==> src/hw/etc_tx_client_regs.vh <==
// Constants for the transmit client stream interface
`ifndef ETC_TX_CLIENT_REGS_VH
`define ETC_TX_CLIENT_REGS_VH
`define ETC_SEG_BYTES 8
`define ETC_SEG_BITS 64
`define ETC_MTY_W 3
`define ETC_WIDE_LANES 32
`define ETC_LANE_BITS 8
`define ETC_ERR_CTRL_BYTE 8'hFE
`define ETC_IDLE_BYTE 8'h07
`define ETC_SEL_SEG0 2'b01
`define ETC_SEL_SEG1 2'b10
`define ETC_ST_IDLE 2'b00
`define ETC_ST_FRAME 2'b01
`define ETC_ST_ABORT 2'b10
`define ETC_ZERO_MTY 3'h0
`endif

==> src/hw/etc_seg_lane.v <==
// One 64-bit segment lane: byte masking and error word replacement
`include "etc_tx_client_regs.vh"
module etc_seg_lane
#(
   parameter SEG_BYTES = `ETC_SEG_BYTES
)
(
   input wire i_clk,
   input wire i_srst,
   input wire i_take,
   input wire [SEG_BYTES*8-1:0] i_data,
   input wire [SEG_BYTES-1:0] i_keep,
   input wire i_bad,
   output reg [SEG_BYTES*8-1:0] o_data,
   output reg [SEG_BYTES-1:0] o_keep,
   output reg o_ctrl
);
   integer b;
   reg [SEG_BYTES*8-1:0] data_next;
   always @*
   begin
      data_next = i_data;
      for (b = 0; b < SEG_BYTES; b = b + 1)
      begin
         // Empty lanes go out as idle so stale bytes never reach the line
         if (!i_keep[b])
         begin
            data_next[b*8 +: 8] = `ETC_IDLE_BYTE;
         end
         // Bad packet: last word becomes the error control code (see RQ13)
         if (i_bad)
         begin
            data_next[b*8 +: 8] = `ETC_ERR_CTRL_BYTE;
         end
      end
   end
   always @(posedge i_clk)
   begin
      if (i_srst)
      begin
         o_data <= {(SEG_BYTES*8){1'b0}};
         o_keep <= {SEG_BYTES{1'b0}};
         o_ctrl <= 1'b0;
      end
      else if (i_take)
      begin
         o_data <= data_next;
         o_keep <= i_bad ? {SEG_BYTES{1'b1}} : i_keep;
         o_ctrl <= i_bad;
      end
      else
      begin
         o_data <= {(SEG_BYTES*8){1'b0}};
         o_keep <= {SEG_BYTES{1'b0}};
         o_ctrl <= 1'b0;
      end
   end
endmodule

==> src/hw/etc_tx_client.v <==
// Transmit client stream interface of a 40G/50G Ethernet MAC
`include "etc_tx_client_regs.vh"
// Behaviour
// RQ1 - Transmit clock output; all stream signals timed to it, 390.625/312.5 MHz.
// RQ2 - Ready high only when the interface can take data that cycle.
// RQ3 - User stops immediately on ready low; data offered then is ignored.
// RQ4 - Segment transfers only when its enable and valid are both high.
// RQ5 - Separate enable input for each of the two segments.
// RQ6 - User gives at most one frame start per bus cycle.
// RQ7 - User gives at most one frame end per bus cycle.
// RQ8 - Empty count N drops the last N bytes of the segment.
// RQ9 - User drives non-zero empty count only in the end cycle.
// RQ10 - Underflow output rises when data runs short mid-frame.
// RQ11 - User transfers every ready cycle until the frame's last word.
// RQ12 - Error input sampled only with segment enable and frame end.
// RQ13 - Sampled error replaces the final word with the error control code.
// RQ14 - Bad packet disables FCS checking and reporting for that packet.
// RQ15 - Optional 256-bit variant with last, keep and user signals.
// RQ16 - Wide variant signals sampled and driven on the rising clock edge.
// RQ17 - Surroundings supply a stable free-running configuration clock.
// RQ18 - Resets active high, synchronous, held until the clock is stable.
// RQ19 - Resets are synchronised inside the device.
// RQ20 - Wide user bit one marks bad packet, zero good.
// RQ21 - Wide last marks packet end; 32-bit keep qualifies bytes.
// RQ22 - Lane n is bits 8n+7:8n, qualified by keep bit n.
// RQ23 - User holds data and control while ready is low.
// RQ24 - Valid dropped before last is an implicit underrun aborting the frame.
// RQ25 - Each narrow segment is 64 bits, 8 bytes.
// RQ26 - Lane 13 occupies bits 111:104.
// RQ27 - Segment 0 carries earlier bytes, each segment LSB first.
module etc_tx_client
#(
   parameter WIDE_MODE = 0,
   parameter SEG_BYTES = `ETC_SEG_BYTES,
   parameter WIDE_LANES = `ETC_WIDE_LANES
)
(
   input wire I_REF_CLK,
   input wire I_SRST,
   input wire I_RX_SRST,
   input wire I_DCLK,
   input wire I_LINE_READY,
   output wire O_TX_CLK,
   output wire O_TX_READY,
   input wire I_TX_VALID,
   input wire [SEG_BYTES*16-1:0] I_TX_DATA,
   input wire I_SEGMENT0_TRANSFER_ENABLE,
   input wire I_SEGMENT1_TRANSFER_ENABLE,
   input wire I_SEGMENT0_FRAME_START,
   input wire I_SEGMENT1_FRAME_START,
   input wire I_SEGMENT0_FRAME_END,
   input wire I_SEGMENT1_FRAME_END,
   input wire [`ETC_MTY_W-1:0] I_SEGMENT0_EMPTY_COUNT,
   input wire [`ETC_MTY_W-1:0] I_SEGMENT1_EMPTY_COUNT,
   input wire I_SEGMENT0_PACKET_BAD,
   input wire I_SEGMENT1_PACKET_BAD,
   input wire [WIDE_LANES*8-1:0] I_WIDE_DATA,
   input wire [WIDE_LANES-1:0] I_WIDE_KEEP,
   input wire I_WIDE_LAST,
   input wire I_WIDE_USER,
   output reg O_UNDERFLOW,
   output wire [SEG_BYTES*16-1:0] O_LINE_DATA,
   output wire [SEG_BYTES*2-1:0] O_LINE_KEEP,
   output wire [1:0] O_LINE_CTRL,
   output reg [WIDE_LANES*8-1:0] O_WIDE_LINE_DATA,
   output reg [WIDE_LANES-1:0] O_WIDE_LINE_KEEP,
   output reg O_LINE_START,
   output reg O_LINE_END,
   output reg O_FCS_SUPPRESS
);
   // ****************************************************************
   // Reset synchronisation and clock
   // ****************************************************************
   // Resets are pipelined into this domain so callers need no synchroniser
   reg [1:0] tx_rst_sync_reg;
   reg [1:0] rx_rst_sync_reg;
   wire rst;
   always @(posedge I_REF_CLK)
   begin
      tx_rst_sync_reg <= {tx_rst_sync_reg[0], I_SRST}; // see RQ19
      rx_rst_sync_reg <= {rx_rst_sync_reg[0], I_RX_SRST}; // see RQ19
   end
   // Raw input also resets at once so outputs are defined from the first edge
   assign rst = I_SRST | tx_rst_sync_reg[1]; // see RQ18
   // The stream clock is the transmit clock; I_DCLK is only a stable reference
   assign O_TX_CLK = I_REF_CLK; // see RQ1 RQ16
   // ****************************************************************
   // Acceptance
   // ****************************************************************
   reg [1:0] state_reg;
   reg [1:0] state_next;
   wire ready;
   assign ready = ~rst & I_LINE_READY & (state_reg != `ETC_ST_ABORT);
   assign O_TX_READY = ready; // see RQ2
   // Offers during ready low are ignored (see RQ3)
   wire take0 = ready & I_TX_VALID & I_SEGMENT0_TRANSFER_ENABLE; // see RQ4 RQ5
   wire take1 = ready & I_TX_VALID & I_SEGMENT1_TRANSFER_ENABLE; // see RQ4 RQ5
   wire take_w = ready & I_TX_VALID;
   // ****************************************************************
   // Narrow variant byte keep from empty counts
   // ****************************************************************
   function [SEG_BYTES-1:0] keep_of;
      input [`ETC_MTY_W-1:0] mty;
      input eop;
      integer k;
      begin
         keep_of = {SEG_BYTES{1'b1}};
         // Only the end segment may shorten; stray counts earlier are ignored
         for (k = 0; k < SEG_BYTES; k = k + 1)
         begin
            if (eop && (k >= SEG_BYTES - mty))
            begin
               keep_of[k] = 1'b0; // see RQ8 RQ9
            end
         end
      end
   endfunction
   wire bad0 = take0 & I_SEGMENT0_FRAME_END & I_SEGMENT0_PACKET_BAD; // see RQ12
   wire bad1 = take1 & I_SEGMENT1_FRAME_END & I_SEGMENT1_PACKET_BAD; // see RQ12
   wire bad_w = take_w & I_WIDE_LAST & I_WIDE_USER; // see RQ20
   // Segment 0 is the lower 64 bits and precedes segment 1 (see RQ25 RQ27)
   genvar g;
   generate
      for (g = 0; g < 2; g = g + 1)
      begin : seg
         wire [`ETC_MTY_W-1:0] mty = g ? I_SEGMENT1_EMPTY_COUNT : I_SEGMENT0_EMPTY_COUNT;
         wire eop = g ? I_SEGMENT1_FRAME_END : I_SEGMENT0_FRAME_END;
         etc_seg_lane #(.SEG_BYTES(SEG_BYTES)) u_lane
         (
            .i_clk(I_REF_CLK),
            .i_srst(rst),
            .i_take((WIDE_MODE == 0) && (g ? take1 : take0)),
            .i_data(I_TX_DATA[g*SEG_BYTES*8 +: SEG_BYTES*8]),
            .i_keep(keep_of(mty, eop)),
            .i_bad(g ? bad1 : bad0), // see RQ13
            .o_data(O_LINE_DATA[g*SEG_BYTES*8 +: SEG_BYTES*8]),
            .o_keep(O_LINE_KEEP[g*SEG_BYTES +: SEG_BYTES]),
            .o_ctrl(O_LINE_CTRL[g])
         );
      end
   endgenerate
   // ****************************************************************
   // Wide variant, 32 byte lanes
   // ****************************************************************
   integer n;
   reg [WIDE_LANES*8-1:0] wide_next;
   always @*
   begin
      wide_next = I_WIDE_DATA;
      for (n = 0; n < WIDE_LANES; n = n + 1)
      begin
         // Lane n is bits 8n+7:8n, lane 13 at 111:104 (see RQ22 RQ26)
         if (!I_WIDE_KEEP[n])
         begin
            wide_next[n*`ETC_LANE_BITS +: `ETC_LANE_BITS] = `ETC_IDLE_BYTE;
         end
         if (bad_w)
         begin
            wide_next[n*`ETC_LANE_BITS +: `ETC_LANE_BITS] = `ETC_ERR_CTRL_BYTE; // see RQ13
         end
      end
   end
   always @(posedge I_REF_CLK)
   begin
      if (rst)
      begin
         O_WIDE_LINE_DATA <= {(WIDE_LANES*8){1'b0}};
         O_WIDE_LINE_KEEP <= {WIDE_LANES{1'b0}};
      end
      else if ((WIDE_MODE != 0) && take_w)
      begin
         O_WIDE_LINE_DATA <= wide_next; // see RQ15 RQ21
         O_WIDE_LINE_KEEP <= bad_w ? {WIDE_LANES{1'b1}} : I_WIDE_KEEP;
      end
      else
      begin
         O_WIDE_LINE_DATA <= {(WIDE_LANES*8){1'b0}};
         O_WIDE_LINE_KEEP <= {WIDE_LANES{1'b0}};
      end
   end
   // ****************************************************************
   // Frame tracking and underflow
   // ****************************************************************
   wire sop_in = (WIDE_MODE != 0) ? take_w
      : ((take0 & I_SEGMENT0_FRAME_START) | (take1 & I_SEGMENT1_FRAME_START));
   wire eop_in = (WIDE_MODE != 0) ? (take_w & I_WIDE_LAST)
      : ((take0 & I_SEGMENT0_FRAME_END) | (take1 & I_SEGMENT1_FRAME_END));
   wire bad_in = (WIDE_MODE != 0) ? bad_w : (bad0 | bad1);
   // A frame may end in segment 0 while the next one starts in segment 1
   wire reopen = (WIDE_MODE == 0) & take0 & I_SEGMENT0_FRAME_END
      & take1 & I_SEGMENT1_FRAME_START; // see RQ6 RQ7
   // A ready cycle without data inside a frame starves the line
   wire starve = ready & ~I_TX_VALID; // see RQ10 RQ24
   always @*
   begin
      state_next = state_reg;
      case (state_reg)
         `ETC_ST_IDLE:
         begin
            if (sop_in && (!eop_in || reopen))
            begin
               state_next = `ETC_ST_FRAME;
            end
         end
         `ETC_ST_FRAME:
         begin
            if (reopen)
            begin
               state_next = `ETC_ST_FRAME;
            end
            else if (eop_in)
            begin
               state_next = `ETC_ST_IDLE;
            end
            else if (starve)
            begin
               state_next = `ETC_ST_ABORT; // see RQ24
            end
         end
         `ETC_ST_ABORT:
         begin
            // One dead cycle lets the line close the broken frame
            state_next = `ETC_ST_IDLE;
         end
         default:
         begin
            state_next = `ETC_ST_IDLE;
         end
      endcase
   end
   always @(posedge I_REF_CLK)
   begin
      if (rst)
      begin
         state_reg <= `ETC_ST_IDLE;
         O_UNDERFLOW <= 1'b0;
         O_LINE_START <= 1'b0;
         O_LINE_END <= 1'b0;
         O_FCS_SUPPRESS <= 1'b0;
      end
      else
      begin
         state_reg <= state_next;
         O_UNDERFLOW <= (state_reg == `ETC_ST_FRAME) && starve && !eop_in; // see RQ10
         O_LINE_START <= sop_in && ((state_reg == `ETC_ST_IDLE) || reopen);
         O_LINE_END <= eop_in;
         O_FCS_SUPPRESS <= bad_in; // see RQ14
      end
   end
endmodule

==> config.mk <==
export PLATFORM = sky130hd
export DESIGN_NAME = etc_tx_client
export DESIGN_NICKNAME = d
export VERILOG_FILES = /design/src/hw/etc_seg_lane.v /design/src/hw/etc_tx_client.v
export VERILOG_INCLUDE_DIRS = /design/src /design/src/hw
export SDC_FILE = /design/constraint.sdc
export NUM_CORES = 1
export LEC_CHECK = 0
export BUFFER_PORTS_ARGS = -buffer_cell sky130_fd_sc_hd__buf_2
export CAP_MARGIN = 20
export CORE_AREA = 4 4 338 340
export CTS_CLUSTER_DIAMETER = 60
export DETAILED_ROUTE_END_ITERATION = 7
export DIE_AREA = 0 0 342 344
export MAX_ROUTING_LAYER = met4
export PLACE_DENSITY = 0.3
export SETUP_SLACK_MARGIN = 0.1
export SYNTH_ARGS = -nofsm -noshare
export SYNTH_HDL_FRONTEND = slang
export SYNTH_SLANG_ARGS = --single-unit
==> constraint.sdc <==
create_clock -name I_REF_CLK -period 1.4 [get_ports I_REF_CLK]
set_clock_uncertainty 0.05 [all_clocks]
set_input_delay 0.07 -clock I_REF_CLK [delete_from_list [all_inputs] [get_ports I_REF_CLK]]
set_output_delay 0.07 -clock I_REF_CLK [all_outputs]
set_load 0.02 [all_outputs]
==> results of run 1 <==
## synthesized netlist by cell type, types with 2 or more instances
cell type / n / share of area [%]
a31o_1: 5 / 0.61
nand2_1: 32 / 1.7
nor2b_1: 3 / 0.26
nand3_1: 19 / 1.3
nand4_1: 4 / 0.35
a21oi_2: 2 / 0.25
o21ai_0: 13 / 0.91
o21ai_1: 2 / 0.14
clkbuf_1: 9 / 0.47
ha_1: 2 / 0.35
buf_1: 3 / 0.16
a21o_1: 10 / 1.1
o21a_1: 45 / 4.7
buf_6: 3 / 0.47
inv_1: 21 / 1.1
a31o_2: 8 / 0.98
nor3_1: 9 / 0.63
a22oi_1: 2 / 0.21
buf_2: 10 / 0.70
a21oi_1: 29 / 2.0
and2_1: 5 / 0.44
o31a_1: 2 / 0.25
nand2b_1: 2 / 0.18
nor2_1: 56 / 2.9
nor4b_1: 2 / 0.25
buf_4: 291 / 31
a31oi_1: 6 / 0.53
dfxtp_1: 154 / 43
## layout make-up
| cell class | count | area share, % |
|---|---|---|
| diodes | 7 | 0.128 |
| clock buffers | 21 | 3.69 |
| clock inverters | 15 | 1.37 |
| inverters | 22 | 0.732 |
| multi-input cells | 568 | 24.5 |
| flip-flops and latches | 154 | 22.6 |
| well taps | 1500 | 13.7 |
| repair buffers | 568 | 33.3 |
## timing repair
action | CTS | global route
hold endpoints to repair | 138 | 7
setup buffers | 15 | 10
resized for setup | 140 | 53
gates cloned | 9 | 0
pin swaps | 34 | 14
endpoints found under the setup margin | 162 | 152
hold buffers | 144 | 2
## critical path: stages, from the launching register on
cell	delay, ps
dfxtp_2	330
buf_6	120
nor2_4	90
buf_6	110
nand3_4	90
buf_6	130
inv_2	40
buf_6	110
## per-layer routing
metal | share of wire (%) | up-vias | global-route usage [%]
li1 | - | 3096 | -
met1 | 41 | 2872 | 6.24
met2 | 45 | 487 | 8.89
met3 | 11 | 46 | 2.03
met4 | 3.4 | 0 | 3.02
met5 | 0 | - | -
## path summary, 6_finish.rpt
| path | cells past startpoint | startpoint | slack (ps) | end |
|---|---|---|---|---|
| max | 7 | tx_rst_sync_reg[1] | -330 | O_TX_READY |
| min reg2reg | 0 | tx_rst_sync_reg[0] | 280 | tx_rst_sync_reg[1] |
| min | 2 | I_SRST | -300 | tx_rst_sync_reg[0] |
| max reg2reg | 8 | tx_rst_sync_reg[1] | -310 | state_reg[0] |
## stage by stage
step	cells	hold WS [ps]	util, %	setup WS [ps]	total power [mW]
6_report	2855	-297	12.3	-329	12.1
5_1_grt	2854	-330	12.3	-430	12.7
3_3_place_gp	2638	154	9.29	-623	6.30
2_1_floorplan	1061	47.7	-	17.4	6.26
4_1_cts	2840	-361	12.1	-400	12.3
3_5_place_dp	2638	154	9.29	-665	6.28
## cells in the final DEF (no fill, tap or decap), types with 5 or more instances in the layout
cell type | netlist | final
nor2_4 | 0 | 15
a21oi_2 | 2 | 15
nand3_2 | 0 | 12
a31o_1 | 5 | 5
a21oi_1 | 29 | 12
nor2_1 | 56 | 30
nand2_2 | 0 | 5
o21ai_0 | 13 | 9
nand3_1 | 19 | 5
conb_1 | 1 | 288
diode_2 | 0 | 7
o21a_1 | 45 | 45
dfxtp_2 | 0 | 6
buf_12 | 0 | 20
clkinv_8 | 0 | 5
buf_16 | 0 | 7
dfxtp_1 | 154 | 148
clkbuf_16 | 0 | 20
inv_1 | 21 | 16
nor3_1 | 9 | 9
a31o_4 | 0 | 8
nand2_1 | 32 | 24
inv_8 | 0 | 5
buf_2 | 10 | 285
dlygate4sd3_1 | 0 | 145
buf_6 | 3 | 27
nor2_2 | 0 | 11
buf_4 | 291 | 68
a21o_1 | 10 | 10
buf_8 | 0 | 16
## logic make-up (layout without fill, tap and decap cells)
family                     Yosys count  in the layout  synth area share [%]
xor gates and xnor gates             1              1                 0.123
DFF                                154            154                  43.2
AOI/OAI and AO/OA                  132            132                  12.7
other                                1            295                0.0526
muxes                                2              2                 0.351
buffers and inverters              339            626                  33.8
and+or+nand+nor                    143            143                  9.40
adders and majority gates            2              2                 0.351
## where the power goes
group | internal [mW] | switching [mW] | total (mW)
clock | 2.82 | 2.65 | 5.47
combinational | 0.785 | 1.38 | 2.16
sequential | 4.43 | 0.0154 | 4.45
total | 8.04 | 4.04 | 12.1
==> run summary, run 1 <==
crit path launch type: flop
wire per inst: 11.9 um
status: finished, violations left
Top Registers: seg.u_lane.o_data (128), seg.u_lane.o_keep (16)
max reg flops: 128
initial core utilization: 6.39%
CORE AREA: 112000 um2
RSZ-0062 raised after global routing: yes
Rel. slew slack: 50.9%
multi-input combinational cell area: 3350 um2
vias: 6501
DRT Wirelength: 34000 um
storage element area: 3090 um2
top_reg_cell synth: dfxtp_1
HPWL after DPL: 26500 um
final worst slack: -329 ps
# IOs: 878
Netlist Area Pre-Place: 7130 um2
Initial DRC Count: 138
placed cell area: 10400 um2
Final TNS setup: -21230 ps
period utilization: 124%
worst hold slack: -297 ps
Pwr Density: 883 nW/um2
Clk Latency, worst-skew pair: 580 ps
critical path class: reg2out
vias in the first global route: 6318
worst slew pin tran: 730 ps
CP required: 1280 ps
layout cells sized above 1: 42.5%
Fill cells: 12800
Placer Congestion: 0.729
Biggest register: seg.u_lane.o_data
Unique masters post-synth: 53
largest net degree at the start of global routing: 20
worst min path class: in2reg
Lkg Pwr: 6.30 nW
Hold Vio Cnt, Final: 5
Final Setup Violations: 138
grt ovf: 0
die footprint: 118000 um2
GRT Total Usage: 5.64%
# DRC: 0
Routed Antenna Nets: 0
global-route wire length before repair: 44700 um
syn_area_per_cell: 9.21 um2
CP Capture Type: primary output
Die H: 344 um
post-route cell area: 13700 um2
CTS tree: done
arrival time worst endpoint: 1610 ps
Ys Warns: 0
Seq/Total Area, Yosys: 43.2%
Period minus WS final: 1730 ps
Async S/R FF share, synth: 0%
Final #Nets: 1775
highest clock rate: 578 MHz
Critical Path Fanout Max: 4
Max Transition Viols Final: 0
Cell Rows: 123
vias per std cell: 2.28
I/O Buffers: 297
DIE WIDTH: 342 um
Worst-path clk slew: 80 ps
failing checks: hold timing, setup timing
drt first pass iters: 4
Peak VDD IR: 0.000775 V
synthesized flop and latch total: 154
EDFF count, synth: 0
initial antenna violation count: 6
max-cap viol count: 0
cell count after synthesis: 774
Area Overhead vs Synth: 91.9%
Power figures use the tool's default switching activity.
==> run 2, diff against run 1 <==
CORE_AREA = 2 2 346 348   (was 4 4 338 340)
DIE_AREA = 0 0 348 350   (was 0 0 342 344)
==> run 2 against run 1 <==
  * The flow still finishes with violations (hold timing, setup timing)
  * Non-clock buffer count is 19 higher
  * Via count grew 0.88%
  * Count of clock-buffer cells in the layout stayed put
  * Maximum frequency rose by 5.4%
  * Worst hold slack better by 83 ps
  * Register-to-register slack gained 70 ps
  * Total power rose by 0.66%
  * Die area rose by 3.5%
  * Highest routed layer unchanged
==> run summary, run 2 (synthesis results as in run 1) <==
slowest CP cell: dfxtp_2
Period minus WS final: 1640 ps (-89.0 ps)
vias per std cell: 2.26 (-0.83%)
global-route wire length before repair: 47100 um (+5.3%)
max-cap viol count: 0 (unchanged)
CORE AREA: 118000 um2 (+5.5%)
Top Registers: seg.u_lane.o_data (128), seg.u_lane.o_keep (16)
layout cells sized above 1: 44.6% (+2.0 points)
Setup WS pre-CTS: -286 ps (+379 ps)
Worst-path clk slew: 80 ps (about the same)
initial antenna violation count: 6 (unchanged)
wire per inst: 12.4 um (+4.1%)
I/O Buffers: 297 (unchanged)
grt ovf: 0 (unchanged)
initial core utilization: 6.06% (-0.34 points)
Critical Path Fanout Max: 7 (+3)
max reg flops: 128 (unchanged)
CP Capture Type: flop
Rel. slew slack: 61.5% (+11 points)
commonest cells after routing, fill and taps aside: 288 x conb_1, 264 x buf_2, 148 x dlygate4sd3_1
Cell Rows: 126 (+2.4%)
Initial DRC Count: 116 (-16%)
period utilization: 117% (-6.4 points)
DIE WIDTH: 348 um (+1.8%)
CTS tree: done
highest clock rate: 610 MHz (+5.4%)
Biggest register: seg.u_lane.o_data
Clk Latency, worst-skew pair: 620 ps (+40 ps)
drt first pass iters: 4 (unchanged)
Max Transition Viols Final: 0 (unchanged)
max incr delay on CP: 330 ps (about the same)
Final Setup Violations: 138 (unchanged)
Lkg Pwr: 6.46 nW (+2.5%)
vias in the first global route: 6286 (-0.51%)
failing checks: hold timing, setup timing
vias: 6558 (+0.88%)
GRT Total Usage: 5.96% (+0.32 points)
Area Overhead vs Synth: 98.9%
Routed Antenna Nets: 0 (unchanged)
Hold Vio Cnt, Final: 1 (-4)
worst min path class: in2reg
Final Core Density: 12.0% (-0.22 points)
worst slew pin tran: 574 ps (-157 ps)
HPWL after DPL: 26600 um (+0.58%)
worst hold slack: -214 ps (+82.7 ps)
RSZ-0062 raised after global routing: yes
arrival time worst endpoint: 2100 ps (+490 ps)
status: finished, violations left
total power: 12.2 mW (+0.66%)
critical path class: reg2reg
# IOs: 878 (unchanged)
Die H: 350 um (+1.7%)
crit path launch type: flop
final worst slack: -240 ps (+89.0 ps)
Placer Congestion: 0.709 (-2.9%)
die footprint: 122000 um2 (+3.5%)
crit-path most repeated cell: buf_6
CP required: 1860 ps (+580 ps)
placed cell area: 10400 um2 (+0.35%)
post-route cell area: 14200 um2 (+3.6%)
Pwr Density: 858 nW/um2 (-2.9%)
Final #Nets: 1794 (+1.1%)
DRT Wirelength: 36000 um (+5.9%)
commonest non-fill, non-tap cell in the layout: conb_1
Peak VDD IR: 0.00123 V (+59%)
largest net degree at the start of global routing: 20 (unchanged)
# DRC: 0 (unchanged)
crit path cell chain: nand2b_4 > buf_6 > nand4_1 > buf_6 > nor2_4 > buf_6 > buf_12 > or2_4
==> run 2: cell types whose count changed in the layout (fill, tap and decap cells not counted), sizes merged <==
cell	change
bufbuf	-1
clkbuf	+1
dlymetal6s4s	+1
dlygate4sd3	+3
diode	-6
buf	+15
==> run 2: repair_timing <==
item / in CTS / in global routing
pin swaps: 34 / 33
hold buffers: 148 / 2
endpoints found under the hold margin: 141 / 6
cloned: 10 / 1
gates resized for setup: 194 / 81
endpoints found under the setup margin: 170 / 154
setup buffers: 28 / 7
==> run 2: worst paths after layout <==
kind / start / to / slack, ps / depth (start not counted)
setup / recovery: state_reg[0] / seg[1].u_lane.o_keep[6] / -240 / 8
hold / removal: I_SRST / state_reg[0] / -210 / 4
setup reg to reg: state_reg[0] / seg[1].u_lane.o_keep[6] / -240 / 8
hold reg to reg: tx_rst_sync_reg[0] / tx_rst_sync_reg[1] / 280 / 0
==> run 2: per-stage QoR <==
step | setup TNS [ps] | instances
4_1_cts | -17290 | 2896
5_1_grt | -27920 | 2904
3_5_place_dp | -17910 | 2679
3_3_place_gp | -16840 | 2679
2_1_floorplan | 0 | 1061
6_report | -15260 | 2904
==> run 2: critical path: cells and delay by family, from the launching register on <==
family                 cells  cell delay [ps]
buffers and inverters      4              570
DFF                        1              330
and+or+nand+nor            4              580
==> run 2: routing by layer <==
metal	routed length, um	vias to the layer above	track usage [%]
li1	-	3121	-
met1	15100	2953	6.68
met2	16700	454	9.36
met3	3540	30	2.37
met4	663	0	2.62
met5	0	-	-
==> run 2: layout make-up <==
cell class	instances	area, um2
fill	13500	104000
timing repair buffer	587	4890
multi-input combinational	568	3470
sequential	154	3100
tap	1536	1920
clock buffer	21	505
clock inverter	15	185
inverter	22	105
antenna	1	2.50
==> run 2: power by group <==
group	leakage [nW]	internal, mW	switching [mW]
logic	4.87	0.800	1.40
clock network	0.335	2.82	2.70
registers	1.25	4.43	0.0167
==> run 3, diff against run 2 <==
REMOVE_ABC_BUFFERS = 1   (was not set)
==> run 3 against run 2 <==
  * The run ends with setup timing left
  * Worst hold slack better by 220 ps
  * Sequential share of layout area up 0.43 points
  * Largest cell class unchanged
  * Core utilization down 0.14 points
  * Worst setup slack worse by 82 ps
  * Combinational power about the same
  * First-iteration DRC count up 32%
  * Critical endpoint is now seg[0].u_lane.o_data[47]
  * Flip-flop and latch count unchanged
  * Via count up 1.3%
  * Critical path type unchanged
  * Global-route usage up 0.15 points
  * Final cell count up 0.31%
==> run summary, run 3 (synthesis results as in run 1) <==
Hold Path Stages: 6 (+2)
Final #Nets: 1797 (+0.17%)
Pwr Density: 870 nW/um2 (+1.4%)
CP Capture Type: flop
worst r2r src: tx_rst_sync_reg[1]
global-route wire length before repair: 48900 um (+3.9%)
Peak VDD IR: 0.000992 V (-20%)
worst slew pin tran: 725 ps (+152 ps)
drt first pass iters: 4 (unchanged)
largest net degree at the start of global routing: 24 (+20%)
Period minus WS final: 1720 ps (+82.5 ps)
failing checks: setup timing
Area Overhead vs Synth: 96.6%
final worst slack: -323 ps (-82.5 ps)
crit path launch type: flop
max-cap viol count: 0 (unchanged)
hold path start: I_LINE_READY
Rel. slew slack: 51.7% (-9.8 points)
Top Registers: seg.u_lane.o_data (128), seg.u_lane.o_keep (16)
wire per inst: 13.0 um (+4.6%)
Cell Rows: 126 (unchanged)
DIE WIDTH: 348 um (unchanged)
DRT Wirelength: 37800 um (+4.9%)
vias in the first global route: 6562 (+4.4%)
worst min path class: in2reg
WHS Endpoint: state_reg[0]
grt ovf: 0 (unchanged)
Final Setup Violations: 142 (+2.9%)
# DRC: 0 (unchanged)
# IOs: 878 (unchanged)
worst r2r path cells: 9 (+1)
I/O Buffers: 297 (unchanged)
vias: 6641 (+1.3%)
Final Core Density: 11.9% (-0.14 points)
Worst R2R End: seg[0].u_lane.o_data[47]
Clk Latency, worst-skew pair: 620 ps (about the same)
Placer Congestion: 0.737 (+4.0%)
Die H: 350 um (unchanged)
Critical Path Fanout Max: 5 (-2)
initial antenna violation count: 9 (+3)
Hold Vio Cnt, Final: 0 (-1)
CORE AREA: 118000 um2 (unchanged)
Post-Layout Cell Count: 2913 (+0.31%)
total power: 12.2 mW (+0.27%)
layout cells sized above 1: 42.6% (-2.0 points)
commonest non-fill, non-tap cell in the layout: conb_1
max reg flops: 128 (unchanged)
status: finished, violations left
vias per std cell: 2.28 (+0.95%)
arrival time worst endpoint: 2230 ps (+130 ps)
initial core utilization: 6.06% (unchanged)
RSZ-0062 raised after global routing: yes
CTS tree: done
critical path class: reg2reg
Final TNS setup: -25470 ps (-10210 ps)
Routed Antenna Nets: 0 (unchanged)
Lkg Pwr: 6.42 nW (-0.50%)
Biggest register: seg.u_lane.o_data
GRT Total Usage: 6.11% (+0.15 points)
Max Transition Viols Final: 0 (unchanged)
die footprint: 122000 um2 (unchanged)
HPWL after DPL: 27900 um (+4.6%)
reg2reg setup slack: -320 ps (-80 ps)
Inst Count DP: 2671 (-0.30%)
Fill cells: 13500 (+0.39%)
Initial DRC Count: 153 (+32%)
CP required: 1910 ps (+50 ps)
highest clock rate: 580 MHz (-4.8%)
Worst-path clk slew: 90 ps (about the same)
period utilization: 123% (+5.9 points)
Setup WS pre-CTS: -300 ps (-13.7 ps)
commonest cells after routing, fill and taps aside: 288 x conb_1, 226 x buf_2, 157 x dlygate4sd3_1
run 3: timing repair:
| item | in CTS | in global routing |
|---|---|---|
| pin swaps | 19 | 25 |
| hold endpoints to repair | 142 | 24 |
| buffers inserted | 23 | 7 |
| hold buffers | 154 | 7 |
| gates cloned | 9 | 3 |
| gates resized for setup | 241 | 50 |
| endpoints found under the setup margin | 197 | 154 |
run 3: worst max-delay path by stage:
stage | from | to | slack, ps
2_1_floorplan | state_reg[0] | seg[1].u_lane.o_keep[6] | -1530
6_report | tx_rst_sync_reg[1] | seg[0].u_lane.o_data[47] | -320
3_5_place_dp | I_SEGMENT1_EMPTY_COUNT[0] | seg[1].u_lane.o_data[14] | -300
3_3_place_gp | I_SEGMENT1_EMPTY_COUNT[1] | seg[1].u_lane.o_data[15] | -350
4_1_cts | tx_rst_sync_reg[1] | O_TX_READY | -350
5_1_grt | tx_rst_sync_reg[1] | seg[0].u_lane.o_data[47] | -400
run 3: per-stage QoR:
step	hold slack (ps)	area, um2
floorplan	20.0	5880
global placement	154	10200
detailed placement	154	10200
CTS	-493	13600
global route	3.59	14000
finish	4.17	14000
run 3: metal layers:
layer  global-route usage, %  up-vias  wire, um
met5                       -        -         0
met4                    2.16        0       680
met3                    2.94       32      3830
met2                    9.44      421     17100
met1                    6.85     3061     16200
li1                        -     3127         -
run 3: critical path, cell delays in order, from the launching register on:
cell and delay [ps]:
dfxtp_2 340, buf_6 110, nand4bb_1 190, buf_6 160
nor3_4 130, buf_4 190, clkbuf_16 170, buf_4 120
nand2_1 60, o21ai_2 110
run 3: area by class of cell:
| class | count | area, um2 | share of cell area, % |
|---|---|---|---|
| diodes | 7 | 17.5 | 0.125 |
| clock buffers | 21 | 505 | 3.61 |
| clock inverters | 15 | 181 | 1.29 |
| inverters | 22 | 82.6 | 0.589 |
| multi-input cells | 568 | 3180 | 22.7 |
| flip-flops and latches | 154 | 3130 | 22.3 |
| well taps | 1536 | 1920 | 13.7 |
| repair buffers | 590 | 5010 | 35.7 |
run 3: power breakdown:
part | switching (mW) | leakage (nW) | internal, mW
Combinational | 1.37 | 4.82 | 0.808
Clock | 2.75 | 0.338 | 2.82
Sequential | 0.0207 | 1.26 | 4.43
Total | 4.14 | 6.42 | 8.06
